==> config.mk <==
export PLATFORM = sky130hd
export DESIGN_NAME = srs_standby_seq
export DESIGN_NICKNAME = d
export VERILOG_FILES = /design/src/logic/srs_pkg.sv /design/src/logic/srs_standby_seq.sv /design/src/logic/srs_sync3.sv
export SDC_FILE = /design/constraint.sdc
export NUM_CORES = 1
export LEC_CHECK = 0
export ABC_AREA = 1
export ABC_CLOCK_PERIOD_IN_PS = 2000
export BUFFER_PORTS_ARGS = -buffer_cell sky130_fd_sc_hd__buf_2
export CAP_MARGIN = 20
export CORE_MARGIN = 2
export CORE_UTILIZATION = 50
export DETAILED_ROUTE_END_ITERATION = 8
export MAX_ROUTING_LAYER = met4
export PLACE_DENSITY = 0.72
export SETUP_SLACK_MARGIN = 0.5
export SLEW_MARGIN = 10
export SYNTH_ARGS = -nofsm -noshare
export SYNTH_HDL_FRONTEND = slang
export SYNTH_HIERARCHICAL = 1
export SYNTH_SLANG_ARGS = --single-unit
==> constraint.sdc <==
create_clock -name clock_i -period 2 [get_ports clock_i]
set_input_delay 0.4 -clock clock_i [delete_from_list [all_inputs] [get_ports clock_i]]
set_output_delay 0.4 -clock clock_i [all_outputs]
set_load 0.01 [all_outputs]
==> src/logic/srs_pkg.sv <==
// Constants and types shared by the standby and reset sequencer
package srs_pkg;
   // System clock rate in kHz (10 MHz, 100 ns period)
   localparam int CLK_KHZ = 10000;
   // One modulo-timer tick is 64 us
   localparam int TICK_NS = 64000;
   localparam int TICK_CYC = TICK_NS * CLK_KHZ / 1000000;
   // Reset pin must stay low longer than 10 us
   localparam int RST_MIN_NS = 10000;
   localparam int RST_CYC = (RST_MIN_NS * CLK_KHZ + 999999) / 1000000;
   // Standby instruction operands
   localparam logic [3:0] OPND_TMR = 4'h2;
   localparam logic [3:0] OPND_KEY = 4'h8;
   // Reset values
   localparam logic [7:0] MOD_RST = 8'hFF;
   localparam logic [15:0] DBF_RST = 16'h0320;

   // Sequencer states
   typedef enum logic [2:0] {
      S_RUN,
      S_HALT02,
      S_HALT08,
      S_STOP,
      S_WAIT,
      S_RST
   } srs_state_t;

   // Standby instruction from the core
   typedef struct packed {
      logic valid;
      logic stop;
      logic [3:0] operand;
   } srs_cmd_t;

   // One bit per interrupt source
   typedef struct packed {
      logic tmr;
      logic itv;
      logic ext;
   } srs_irq_t;
endpackage

==> src/logic/srs_standby_seq.sv <==
// Standby and reset sequencer: halt/stop gating, wake and timed restart
`timescale 1ns/100ps
`default_nettype none
////////////////////////////////////////////////////////////////////////////
// Notes on behaviour
// - Halt whose operand condition fails is a no-op, no halt entered.
// - Halt 02H enters halt only while the timer request flag is clear.
// - Halt 08H needs enabled flags clear and all used key inputs high.
// - Stop halts oscillation and execution until a release event.
// - Stop 08H released by a low key input or enabled pin-edge request.
// - On stop release clear timer flag, restart timers; match resumes.
// - After stop release the core is held in halt during the wait.
// - Release wait lasts modulo value plus one ticks of 64 us.
// - Stop whose operand condition fails is a no-op, oscillator runs.
// - Stop 08H needs keys high and enabled pin request flag clear.
// - Reset pin held low longer than 10 us resets the device.
// - Oscillator off during reset; timed wait then start at address 0.
// - Reset clears PC, flags, peripherals and loads buffer with 0320H.
// - Edge select 0 picks rising, 1 picks falling pin edge.
module srs_standby_seq #(
   parameter int TICK_CYCLES = srs_pkg::TICK_CYC // Clock cycles per tick
) (
   input wire logic clock_i, // 10 MHz system clock
   input wire logic srst_i, // Synchronous chip reset
   input wire logic rst_pin_n_i, // Reset pin, low resets
   input wire srs_pkg::srs_cmd_t cmd_i, // Standby instruction
   input wire logic [3:0] key_port_a_i, // Key port A pins
   input wire logic [11:0] key_bcd_i, // Key ports B to D pins
   input wire logic [11:0] key_bcd_used_i, // B to D bits used as input
   input wire logic int_pin_i, // External interrupt pin
   input wire logic edge_select_flag_i, // 0 rising, 1 falling
   input wire srs_pkg::srs_irq_t irq_en_i, // Per-source enables
   input wire logic global_irq_en_i, // Interrupts globally enabled
   input wire logic interval_timer_req_flag_i, // Interval timer request
   input wire logic tmr_flag_clr_i, // Clear timer request flag
   input wire logic ext_flag_clr_i, // Clear pin request flag
   input wire logic mod_wr_i, // Load modulo value
   input wire logic [7:0] mod_data_i, // New modulo value
   input wire logic dbf_wr_i, // Load data buffer
   input wire logic [15:0] dbf_data_i, // New data buffer word
   output logic cmd_nop_o, // Instruction treated as no-op
   output logic core_hold_o, // Core stopped (halt, stop, wait, reset)
   output logic osc_run_o, // Oscillator running
   output logic itv_timer_run_o, // Interval/watchdog timer running
   output logic resume_o, // Core resumes this cycle
   output logic branch_irq_o, // Resume through interrupt vector
   output logic core_reset_o, // Clear PC, flags, peripherals
   output logic timer_req_flag_o, // 8-bit timer request flag
   output logic ext_req_flag_o, // Pin interrupt request flag
   output logic [7:0] modulo_value_o, // Modulo register
   output logic [15:0] data_buffer_word_o // Data buffer
);
   import srs_pkg::*;

   localparam int PW = 18;
   localparam int RW = $clog2(RST_CYC + 1);
   localparam int DW = $clog2(TICK_CYCLES);
   localparam logic [RW-1:0] RST_LIM = RW'(RST_CYC);
   localparam logic [DW-1:0] DIV_LAST = DW'(TICK_CYCLES - 1);

   srs_state_t state_reg, state_next;
   logic [PW-1:0] pin_s;
   logic [RW-1:0] low_cnt_reg;
   logic [DW-1:0] div_reg;
   logic [7:0] tmr_cnt_reg;
   logic [7:0] modulo_value_reg;
   logic [15:0] dbf_reg;
   logic timer_req_flag_reg;
   logic ext_flag_reg;
   logic int_prev_reg;
   logic wake_irq_reg, wake_irq_next;
   logic resume, branch, nop, restart;

   ////////////////////////////////////////////////////////////////////////
   // All pins pass the three-stage filter in one vector
   srs_sync3 #(.W(PW), .RST_VAL({PW{1'b1}})) u_sync (
      .clock_i(clock_i),
      .srst_i(srst_i),
      .d_i({rst_pin_n_i, int_pin_i, key_bcd_i, key_port_a_i}),
      .q_o(pin_s)
   );

   ////////////////////////////////////////////////////////////////////////
   // Pin decode; unused B to D bits count as high
   wire logic [3:0] key_a_s;
   wire logic [11:0] key_bcd_s;
   wire logic int_s;
   wire logic rst_low;
   wire logic key_all_high;
   wire logic key_low;
   assign key_a_s = pin_s[3:0];
   assign key_bcd_s = pin_s[15:4];
   assign int_s = pin_s[16];
   assign rst_low = ~pin_s[17];
   assign key_all_high = (&key_a_s) & (&(key_bcd_s | ~key_bcd_used_i));
   assign key_low = ~key_all_high;

   // Reset pin qualified only after more than the minimum low time
   wire logic pin_rst;
   assign pin_rst = rst_low && (low_cnt_reg == RST_LIM);

   // Internal initialisation from either reset source
   wire logic init;
   assign init = srst_i | (state_reg == S_RST);

   // Pin edge picked by the edge select flag
   wire logic ext_hit;
   assign ext_hit = edge_select_flag_i ? (int_prev_reg & ~int_s)
                                       : (~int_prev_reg & int_s);

   ////////////////////////////////////////////////////////////////////////
   // Timebase: the divider only runs while the oscillator runs, so
   // stop and reset freeze the divider and 8-bit timer, as a dead oscillator would
   wire logic osc_run;
   wire logic tick;
   wire logic match_tick;
   assign osc_run = (state_reg != S_STOP) && (state_reg != S_RST);
   assign tick = osc_run && (div_reg == DIV_LAST);
   assign match_tick = tick && (tmr_cnt_reg == modulo_value_reg);

   // Entry conditions for each operand
   wire logic [2:0] flags;
   wire logic en_pend;
   wire logic halt02_ok;
   wire logic halt08_ok;
   wire logic stop_ok;
   wire logic ext_wake;
   assign flags = {timer_req_flag_reg, interval_timer_req_flag_i,
                   ext_flag_reg};
   assign en_pend = |(irq_en_i & flags);
   assign halt02_ok = (cmd_i.operand == OPND_TMR) &&
                      !timer_req_flag_reg;
   assign halt08_ok = (cmd_i.operand == OPND_KEY) && !en_pend &&
                      key_all_high;
   assign stop_ok = (cmd_i.operand == OPND_KEY) && key_all_high &&
                    !(irq_en_i.ext && ext_flag_reg);
   assign ext_wake = irq_en_i.ext && ext_flag_reg;

   ////////////////////////////////////////////////////////////////////////
   // Sequencer next state; a qualified reset pin overrides everything
   always_comb begin
      state_next = state_reg;
      wake_irq_next = wake_irq_reg;
      resume = 1'b0;
      branch = 1'b0;
      nop = 1'b0;
      restart = 1'b0;
      case (state_reg)
         S_RUN: begin
            if (cmd_i.valid) begin
               if (cmd_i.stop) begin
                  if (stop_ok) begin
                     state_next = S_STOP;
                  end else begin
                     nop = 1'b1;
                  end
               end else if (halt02_ok) begin
                  state_next = S_HALT02;
               end else if (halt08_ok) begin
                  state_next = S_HALT08;
               end else begin
                  nop = 1'b1;
               end
            end
         end
         S_HALT02: begin
            if (timer_req_flag_reg) begin
               state_next = S_RUN;
               resume = 1'b1;
               branch = global_irq_en_i && irq_en_i.tmr;
            end
         end
         S_HALT08: begin
            if (key_low) begin
               state_next = S_RUN;
               resume = 1'b1;
            end else if (en_pend) begin
               state_next = S_RUN;
               resume = 1'b1;
               branch = global_irq_en_i;
            end
         end
         S_STOP: begin
            if (key_low || ext_wake) begin
               state_next = S_WAIT;
               restart = 1'b1;
               wake_irq_next = ext_wake && !key_low;
            end
         end
         S_WAIT: begin
            if (match_tick) begin
               state_next = S_RUN;
               resume = 1'b1;
               branch = wake_irq_reg && global_irq_en_i;
            end
         end
         S_RST: begin
            if (!rst_low) begin
               state_next = S_WAIT;
               restart = 1'b1;
               wake_irq_next = 1'b0;
            end
         end
         default: begin
            state_next = S_RUN;
         end
      endcase
      if (pin_rst) begin
         state_next = S_RST;
         resume = 1'b0;
         branch = 1'b0;
         nop = 1'b0;
      end
   end

   ////////////////////////////////////////////////////////////////////////
   // State and reset-pin timing
   always_ff @(posedge clock_i) begin
      if (srst_i) begin
         state_reg <= S_WAIT;
         wake_irq_reg <= 1'b0;
         low_cnt_reg <= '0;
         int_prev_reg <= 1'b1;
      end else begin
         state_reg <= state_next;
         wake_irq_reg <= wake_irq_next;
         int_prev_reg <= int_s;
         if (!rst_low) begin
            low_cnt_reg <= '0;
         end else if (low_cnt_reg != RST_LIM) begin
            low_cnt_reg <= low_cnt_reg + RW'(1);
         end
      end
   end

   // Divider and 8-bit timer; restart clears both so the wait is exact
   always_ff @(posedge clock_i) begin
      if (init || restart) begin
         div_reg <= '0;
         tmr_cnt_reg <= 8'h00;
      end else if (osc_run) begin
         div_reg <= tick ? '0 : div_reg + DW'(1);
         if (match_tick) begin
            tmr_cnt_reg <= 8'h00;
         end else if (tick) begin
            tmr_cnt_reg <= tmr_cnt_reg + 8'h01;
         end
      end
   end

   // Request flags: a hardware set wins over any clear in that cycle
   always_ff @(posedge clock_i) begin
      if (init) begin
         timer_req_flag_reg <= 1'b0;
         ext_flag_reg <= 1'b0;
      end else begin
         if (match_tick) begin
            timer_req_flag_reg <= 1'b1;
         end else if (restart || tmr_flag_clr_i) begin
            timer_req_flag_reg <= 1'b0;
         end
         if (ext_hit) begin
            ext_flag_reg <= 1'b1;
         end else if (ext_flag_clr_i) begin
            ext_flag_reg <= 1'b0;
         end
      end
   end

   // Modulo and data buffer take their defaults on every reset
   always_ff @(posedge clock_i) begin
      if (init) begin
         modulo_value_reg <= MOD_RST;
         dbf_reg <= DBF_RST;
      end else begin
         if (mod_wr_i) begin
            modulo_value_reg <= mod_data_i;
         end
         if (dbf_wr_i) begin
            dbf_reg <= dbf_data_i;
         end
      end
   end

   ////////////////////////////////////////////////////////////////////////
   // Outputs; the interval timer resumes without being cleared
   assign cmd_nop_o = nop;
   assign core_hold_o = (state_reg != S_RUN);
   assign osc_run_o = osc_run;
   assign itv_timer_run_o = osc_run;
   assign resume_o = resume;
   assign branch_irq_o = branch;
   assign core_reset_o = (state_reg == S_RST);
   assign timer_req_flag_o = timer_req_flag_reg;
   assign ext_req_flag_o = ext_flag_reg;
   assign modulo_value_o = modulo_value_reg;
   assign data_buffer_word_o = dbf_reg;

   ////////////////////////////////////////////////////////////////////////
   // Helper: ticks seen in the current wait
   logic [8:0] wait_ticks_reg;
   always_ff @(posedge clock_i) begin
      if (srst_i || state_reg != S_WAIT) begin
         wait_ticks_reg <= 9'h000;
      end else if (tick) begin
         wait_ticks_reg <= wait_ticks_reg + 9'h001;
      end
   end
endmodule
`default_nettype wire

==> src/logic/srs_sync3.sv <==
// Three-stage pin synchroniser that accepts a change once stages agree
`timescale 1ns/100ps
`default_nettype none
module srs_sync3 #(
   parameter int W = 1,
   parameter logic [W-1:0] RST_VAL = '1
) (
   input wire logic clock_i, // System clock
   input wire logic srst_i, // Synchronous reset
   input wire logic [W-1:0] d_i, // Asynchronous pins
   output logic [W-1:0] q_o // Filtered, synchronous pins
);
   logic [W-1:0] ff1_reg;
   logic [W-1:0] ff2_reg;
   logic [W-1:0] ff3_reg;
   logic [W-1:0] q_reg;
   wire logic [W-1:0] agree;

   ////////////////////////////////////////////////////////////////////////
   // Per-bit agreement of the two settled stages; the first stage is
   // left to the second flop alone to keep metastability contained
   assign agree = ~(ff2_reg ^ ff3_reg);

   // Shift chain and filtered output
   always_ff @(posedge clock_i) begin
      if (srst_i) begin
         ff1_reg <= RST_VAL;
         ff2_reg <= RST_VAL;
         ff3_reg <= RST_VAL;
         q_reg <= RST_VAL;
      end else begin
         ff1_reg <= d_i;
         ff2_reg <= ff1_reg;
         ff3_reg <= ff2_reg;
         q_reg <= (agree & ff3_reg) | (~agree & q_reg);
      end
   end

   assign q_o = q_reg;
endmodule
`default_nettype wire

=== Yosys cells after proc, flatten, opt, wreduce, memory -nomap -nowiden ===
Index checks and enable logic that the tools add are counted.

* Add/subtract/negate cells: 3
* Eq/ne operators: 29
* Mux-type cells: 46
* Bitwise operators: 17
* Reductions and logical operators: 34

{| class="wikitable"
|+ Operators by type and width
! operator !! number
|-
| AND 18 bit || 2
|-
| NOT 18 bit || 2
|-
| 2-to-1 mux 3 bit || 11
|-
| 2-to-1 mux 1 bit || 27
|-
| inequality test 3 bit (second input constant) || 7
|-
| OR 18 bit || 1
|-
| case mux 3 bit (6 select lines) || 1
|-
| XOR 18 bit || 1
|-
| 2-to-1 mux 8 bit || 2
|-
| AND reduction 8 bit || 2
|-
| logical AND 1 bit || 13
|-
| inequality test 4 bit (second input constant) || 3
|-
| NOT 12 bit || 1
|-
| OR 12 bit || 1
|-
| AND reduction 12 bit || 1
|-
| adder 10 x 1 -> 10 bit (second input constant) || 1
|-
| == test 10 bit (second input constant) || 1
|-
| 2-to-1 mux 10 bit || 1
|-
| adder 8 x 1 -> 8 bit (second input constant) || 1
|-
| == test 8 bit || 1
|-
| inequality test 2 bit (second input constant) || 4
|-
| nonzero test 2 bit || 4
|-
| adder 7 x 1 -> 7 bit (second input constant) || 1
|-
| == test 7 bit (second input constant) || 1
|-
| 25 further kinds || 39
|}

* Register bits after elaboration: 128
* Bits of input ports: 72
* Output and inout bits: 33
* Logic and storage cells: 144

=== Logic depth before layout (Yosys ltp) ===
* Depth after elaboration: 11
* Depth in mapped cells: 15
* Mapped depth without buffers: 15

=== Cells and area by module ===
The synthesis kept the hierarchy.

{| class="wikitable"
|+ Modules (own cells, without submodules)
! module !! instances !! cells each !! area an instance (µm²) !! sequential area each (µm²)
|-
| srs_standby_seq || 1 || 441 || 2,931.6 || 1,121.1
|-
| srs_sync3 || 1 || 278 || 2,372.3 || 1,441.4
|}

=== Worst setup path before layout ===
No wires, ideal clock.

* Path type: flip-flop to output port
* Start: reg div_reg[0]
* End: out branch_irq_o
* Data arrival time: 1.373 ns
* Data required time: 1.600 ns
* Slack: 0.227 ns
* Cell stages (with the launch flop): 10
* Buffers on the path: 0
* Cell sequence: dfxtp_1 ha_1 inv_1 nor2_2 nand3_2 nor2_4 nand3_1 inv_1 nand4_1 a31oi_1

* Word-level cells in the longest chain between the ends: 6

{| class="wikitable"
|+ Ends and longest elaborated chain
! element !! line !! RTL
|-
| start, declared || srs_standby_seq.sv:64 || <nowiki>logic [DW-1:0] div_reg;</nowiki>
|-
| start signal, assigned || srs_standby_seq.sv:242 || <nowiki>div_reg <= tick ? '0 : div_reg + DW'(1);</nowiki>
|-
| == test 10 bit || srs_standby_seq.sv:118 || <nowiki>assign tick = osc_run && (div_reg == DIV_LAST);</nowiki>
|-
| logical AND 1 bit || srs_standby_seq.sv:118 ||
|-
| logical AND 1 bit || srs_standby_seq.sv:119 || <nowiki>assign match_tick = tick && (tmr_cnt_reg == modulo_value_reg);</nowiki>
|-
| 2-to-1 mux 1 bit || srs_standby_seq.sv:191 || <nowiki>if (match_tick) begin</nowiki>
|-
| case mux 1 bit (3 select lines) || srs_standby_seq.sv:148 || <nowiki>case (state_reg)</nowiki>
|-
| 2-to-1 mux 1 bit || srs_standby_seq.sv:208 || <nowiki>if (pin_rst) begin</nowiki>
|-
| end, declared || srs_standby_seq.sv:46 || <nowiki>output logic branch_irq_o,</nowiki>
|}

Every way passes these cells.

=== Worst setup path after layout ===
* Start: reg tmr_cnt_reg[7]
* End: out branch_irq_o

* Word-level cells in the longest chain between the ends: 5

{| class="wikitable"
|+ Ends and longest elaborated chain
! element !! line !! RTL
|-
| start, declared || srs_standby_seq.sv:65 || <nowiki>logic [7:0] tmr_cnt_reg;</nowiki>
|-
| start signal, assigned || srs_standby_seq.sv:246 || <nowiki>tmr_cnt_reg <= tmr_cnt_reg + 8'h01;</nowiki>
|-
| == test 8 bit || srs_standby_seq.sv:119 ||
|-
| logical AND 1 bit || srs_standby_seq.sv:119 ||
|-
| 2-to-1 mux 1 bit || srs_standby_seq.sv:191 ||
|-
| case mux 1 bit (3 select lines) || srs_standby_seq.sv:148 ||
|-
| 2-to-1 mux 1 bit || srs_standby_seq.sv:208 ||
|}

Every way passes these cells.

==> reports/metrics.cfg <==
[detailed_routing]
drt-pass1-iter-count = 5
num_vias = 5093
drc = 0
routed_wl_um = 14620
via_per_inst = 4.949
ant_nets = 0
drt-wirelength-per-cell_um = 14.21
drt-initial-drc-count = 368

[power_and_ir_drop]
power.leakage_uw = 0.003744
power_uw = 6995
ir_worst_vdd_mv = 0.5536
p_per_area_mw_per_mm2 = 924.0

[timing]
relSlewSlack = 0.6795
rsz0062_at_grt = true
fin_skew_ns = 0.006744
hold_viol = 0
period_share = 1.237
worst_slack_ns = -0.4746
worstMarginPinSlew_ns = 0.4771
setup_violations = 4
final_max_slew_viol_count = 0
min_period_ns = 2.475
timing.fmax_mhz = 404.1

[critical_path]
start_kind = flip-flop
r2r_setup_slack_ns = 0.07
worstPathCellList = xnor2_2, nand2_1, nor2_4, nand3_2, inv_2, nand4_1, a31oi_2, buf_2
cpMaxStageDelayCell = dfxtp_1
critical_path_class = flip-flop to output pin
rr_startpoint = div_reg[7]
crit_arrival_ns = 2.07
reg2reg_to = tmr_cnt_reg[7]
worstRegToRegCells = 11
required_ns = 1.60
critical_path.max_stage_delay_ns = 0.43
path_max_fanout = 2
worst_setup_path_end_kind = output pin

[placed_design]
dp_hpwl_um = 8453
place_congestion = 0.8732
port_buffers = 104

[clock_tree]
cts_tree = built
numCtsBuffers = 17
clockBufferDepth = 2
cts.sinks = 128
ctsHoldBuffers = 0
clkTransAtPathRegs_ns = 0.06
htree_levels = 4
root_buffer = clkbuf_8
clock_latency_ns = 0.53

[synthesis]
synthArstFlopShare = 0
netlist_instances = 719
synth_edf_count = 0
syn_area_mm2 = 0.005304
ys.flop_type = dfxtp_1
ys_seq_area_frac = 0.4831
syn-num-nets = 795
yosysUniqueCellTypes = 36
synth-seq-cells = 128
yosys_warnings = 6
synth.avg_cell_area_um2 = 7.377

[grt]
grt_first_pass_wirelength_um = 21020
overflow = 0
grt.total_usage = 0.2402
grt_pass1_vias = 4800
grt_antenna_before_repair = 0
grt_max_degree = 73

[layout]
drive_gt1_frac = 0.3919
nets = 957
n_antenna_cell = 0
syn2layout_area_growth_pct = 42.75
post-route-util = 0.7334

[floorplanning]
die_h_um = 107.0
die_area_mm2 = 0.01145
rows = 37
die_x_um = 107.0
ios = 105
start_util = 0.5138
coreArea_mm2 = 0.01032

[hold_path]
hold_start = key_port_a_i[0]
hp-class = input pin to flip-flop
min_to = u_sync/ff1_reg[0]
min_path_cells = 2

[run_status]
status = finished, violations left
violations = negative setup slack

[job]
drv_cap = 0

[worst max path at each step]
stage | startpoint | endpoint | slack (ns) | cells after the start
floorplan | div_reg[1] | branch_irq_o | 0.31 | 9
global placement | key_bcd_used_i[2] | branch_irq_o | 0.007 | 9
detailed placement | key_bcd_used_i[3] | branch_irq_o | 0.00007 | 9
CTS | div_reg[1] | resume_o | -0.36 | 12
global route | tmr_cnt_reg[1] | branch_irq_o | -0.56 | 8
finish | tmr_cnt_reg[7] | branch_irq_o | -0.47 | 8
[cell usage in the layout, fill, tap and decap left out, types with 4 or more instances in the layout]
master,synthesis,layout
nor3_1,12,7
or2_1,36,36
nor2_2,21,28
a21oi_1,29,22
inv_2,2,9
buf_6,2,26
clkbuf_16,0,16
dfxtp_4,0,4
dfxtp_2,0,22
xnor2_2,0,4
nand4_1,7,7
nand3_1,30,23
nor2_1,61,42
nand2_4,2,8
nand3_4,0,4
nor3_2,1,5
buf_4,3,32
buf_2,4,98
a21oi_2,0,5
nand2_1,210,179
nand3_2,4,7
inv_4,0,8
nor2_4,2,14
o21ai_2,0,4
dfxtp_1,128,102
nand2_2,2,27
inv_1,111,97
xnor2_1,13,9
[synthesized netlist by cell type (all sizes together), types with 3 or more instances]
| master | instances | area share |
|---|---|---|
| ha | 4 | 0.0094 |
| or2 | 37 | 0.044 |
| nor3b | 3 | 0.0042 |
| inv | 113 | 0.080 |
| clkbuf | 5 | 0.0035 |
| nand3 | 34 | 0.036 |
| nor2 | 84 | 0.072 |
| a21oi | 29 | 0.027 |
| nand4 | 7 | 0.0083 |
| dfxtp | 128 | 0.48 |
| xnor2 | 13 | 0.021 |
| nand2 | 214 | 0.16 |
| nor3 | 14 | 0.016 |
| buf | 10 | 0.013 |
| o21ai | 11 | 0.010 |
[cell families (layout without fill, tap and decap cells)]
logic type / count (synthesis) / after routing / synth area share
buf+inv: 130 / 304 / 0.09790
compound gates: 45 / 45 / 0.04435
flops: 128 / 128 / 0.4831
xor+xnor: 15 / 15 / 0.02477
simple gates: 397 / 397 / 0.3404
fa+ha+maj: 4 / 4 / 0.009437
[worst max-delay path, delay by kind of cell, from the launching register on]
kind	cells	cell delay, ns
AO/OA/AOI/OAI	1	0.19
XOR/XNOR	1	0.15
buffers and inverters	2	0.26
flip-flops	1	0.43
AND/OR/NAND/NOR	4	0.53
[timing repair]
item	in CTS	in global routing
endpoints found under the hold margin	0	0
pin swaps	23	25
gates cloned	0	0
buffers inserted	24	15
gates resized for setup	98	91
setup endpoints to repair	31	44
[routing by layer]
| layer | part of all wire | global-route usage |
|---|---|---|
| met1 | 0.38 | 0.2568 |
| met2 | 0.53 | 0.4081 |
| met3 | 0.051 | 0.05897 |
| met4 | 0.040 | 0.1345 |
| met5 | 0 | - |
[stage by stage]
step	instance area [µm²]	TNS, ns	hold WS [ns]	instances	worst slack [ns]
finish	7571	-1.258	0.04091	1029	-0.4746
global route	7571	-1.525	0.03558	1029	-0.5570
CTS	7156	-0.9898	0.03026	1014	-0.3572
detailed placement	6083	0	0.3913	959	0.00007061
global placement	6083	0	0.3858	959	0.007317
floorplan	5355	0	0.3832	719	0.3092
[power by group]
part / switching [µW] / internal, µW / total (µW)
clock: 1090 / 1950 / 3040
combinational: 630 / 529 / 1160
sequential: 108 / 2680 / 2790
total: 1830 / 5160 / 7000
[final cells by class]
type | instances | area [µm²]
multi-input cells | 461 | 2690
fillers | 731 | 2753
flip-flops and latches | 128 | 2605
well taps | 136 | 170.2
clock buffers | 21 | 449.2
repair buffers | 158 | 1064
clock inverters | 10 | 136.4
inverters | 115 | 456.7
(Power assumes the default switching activity.)
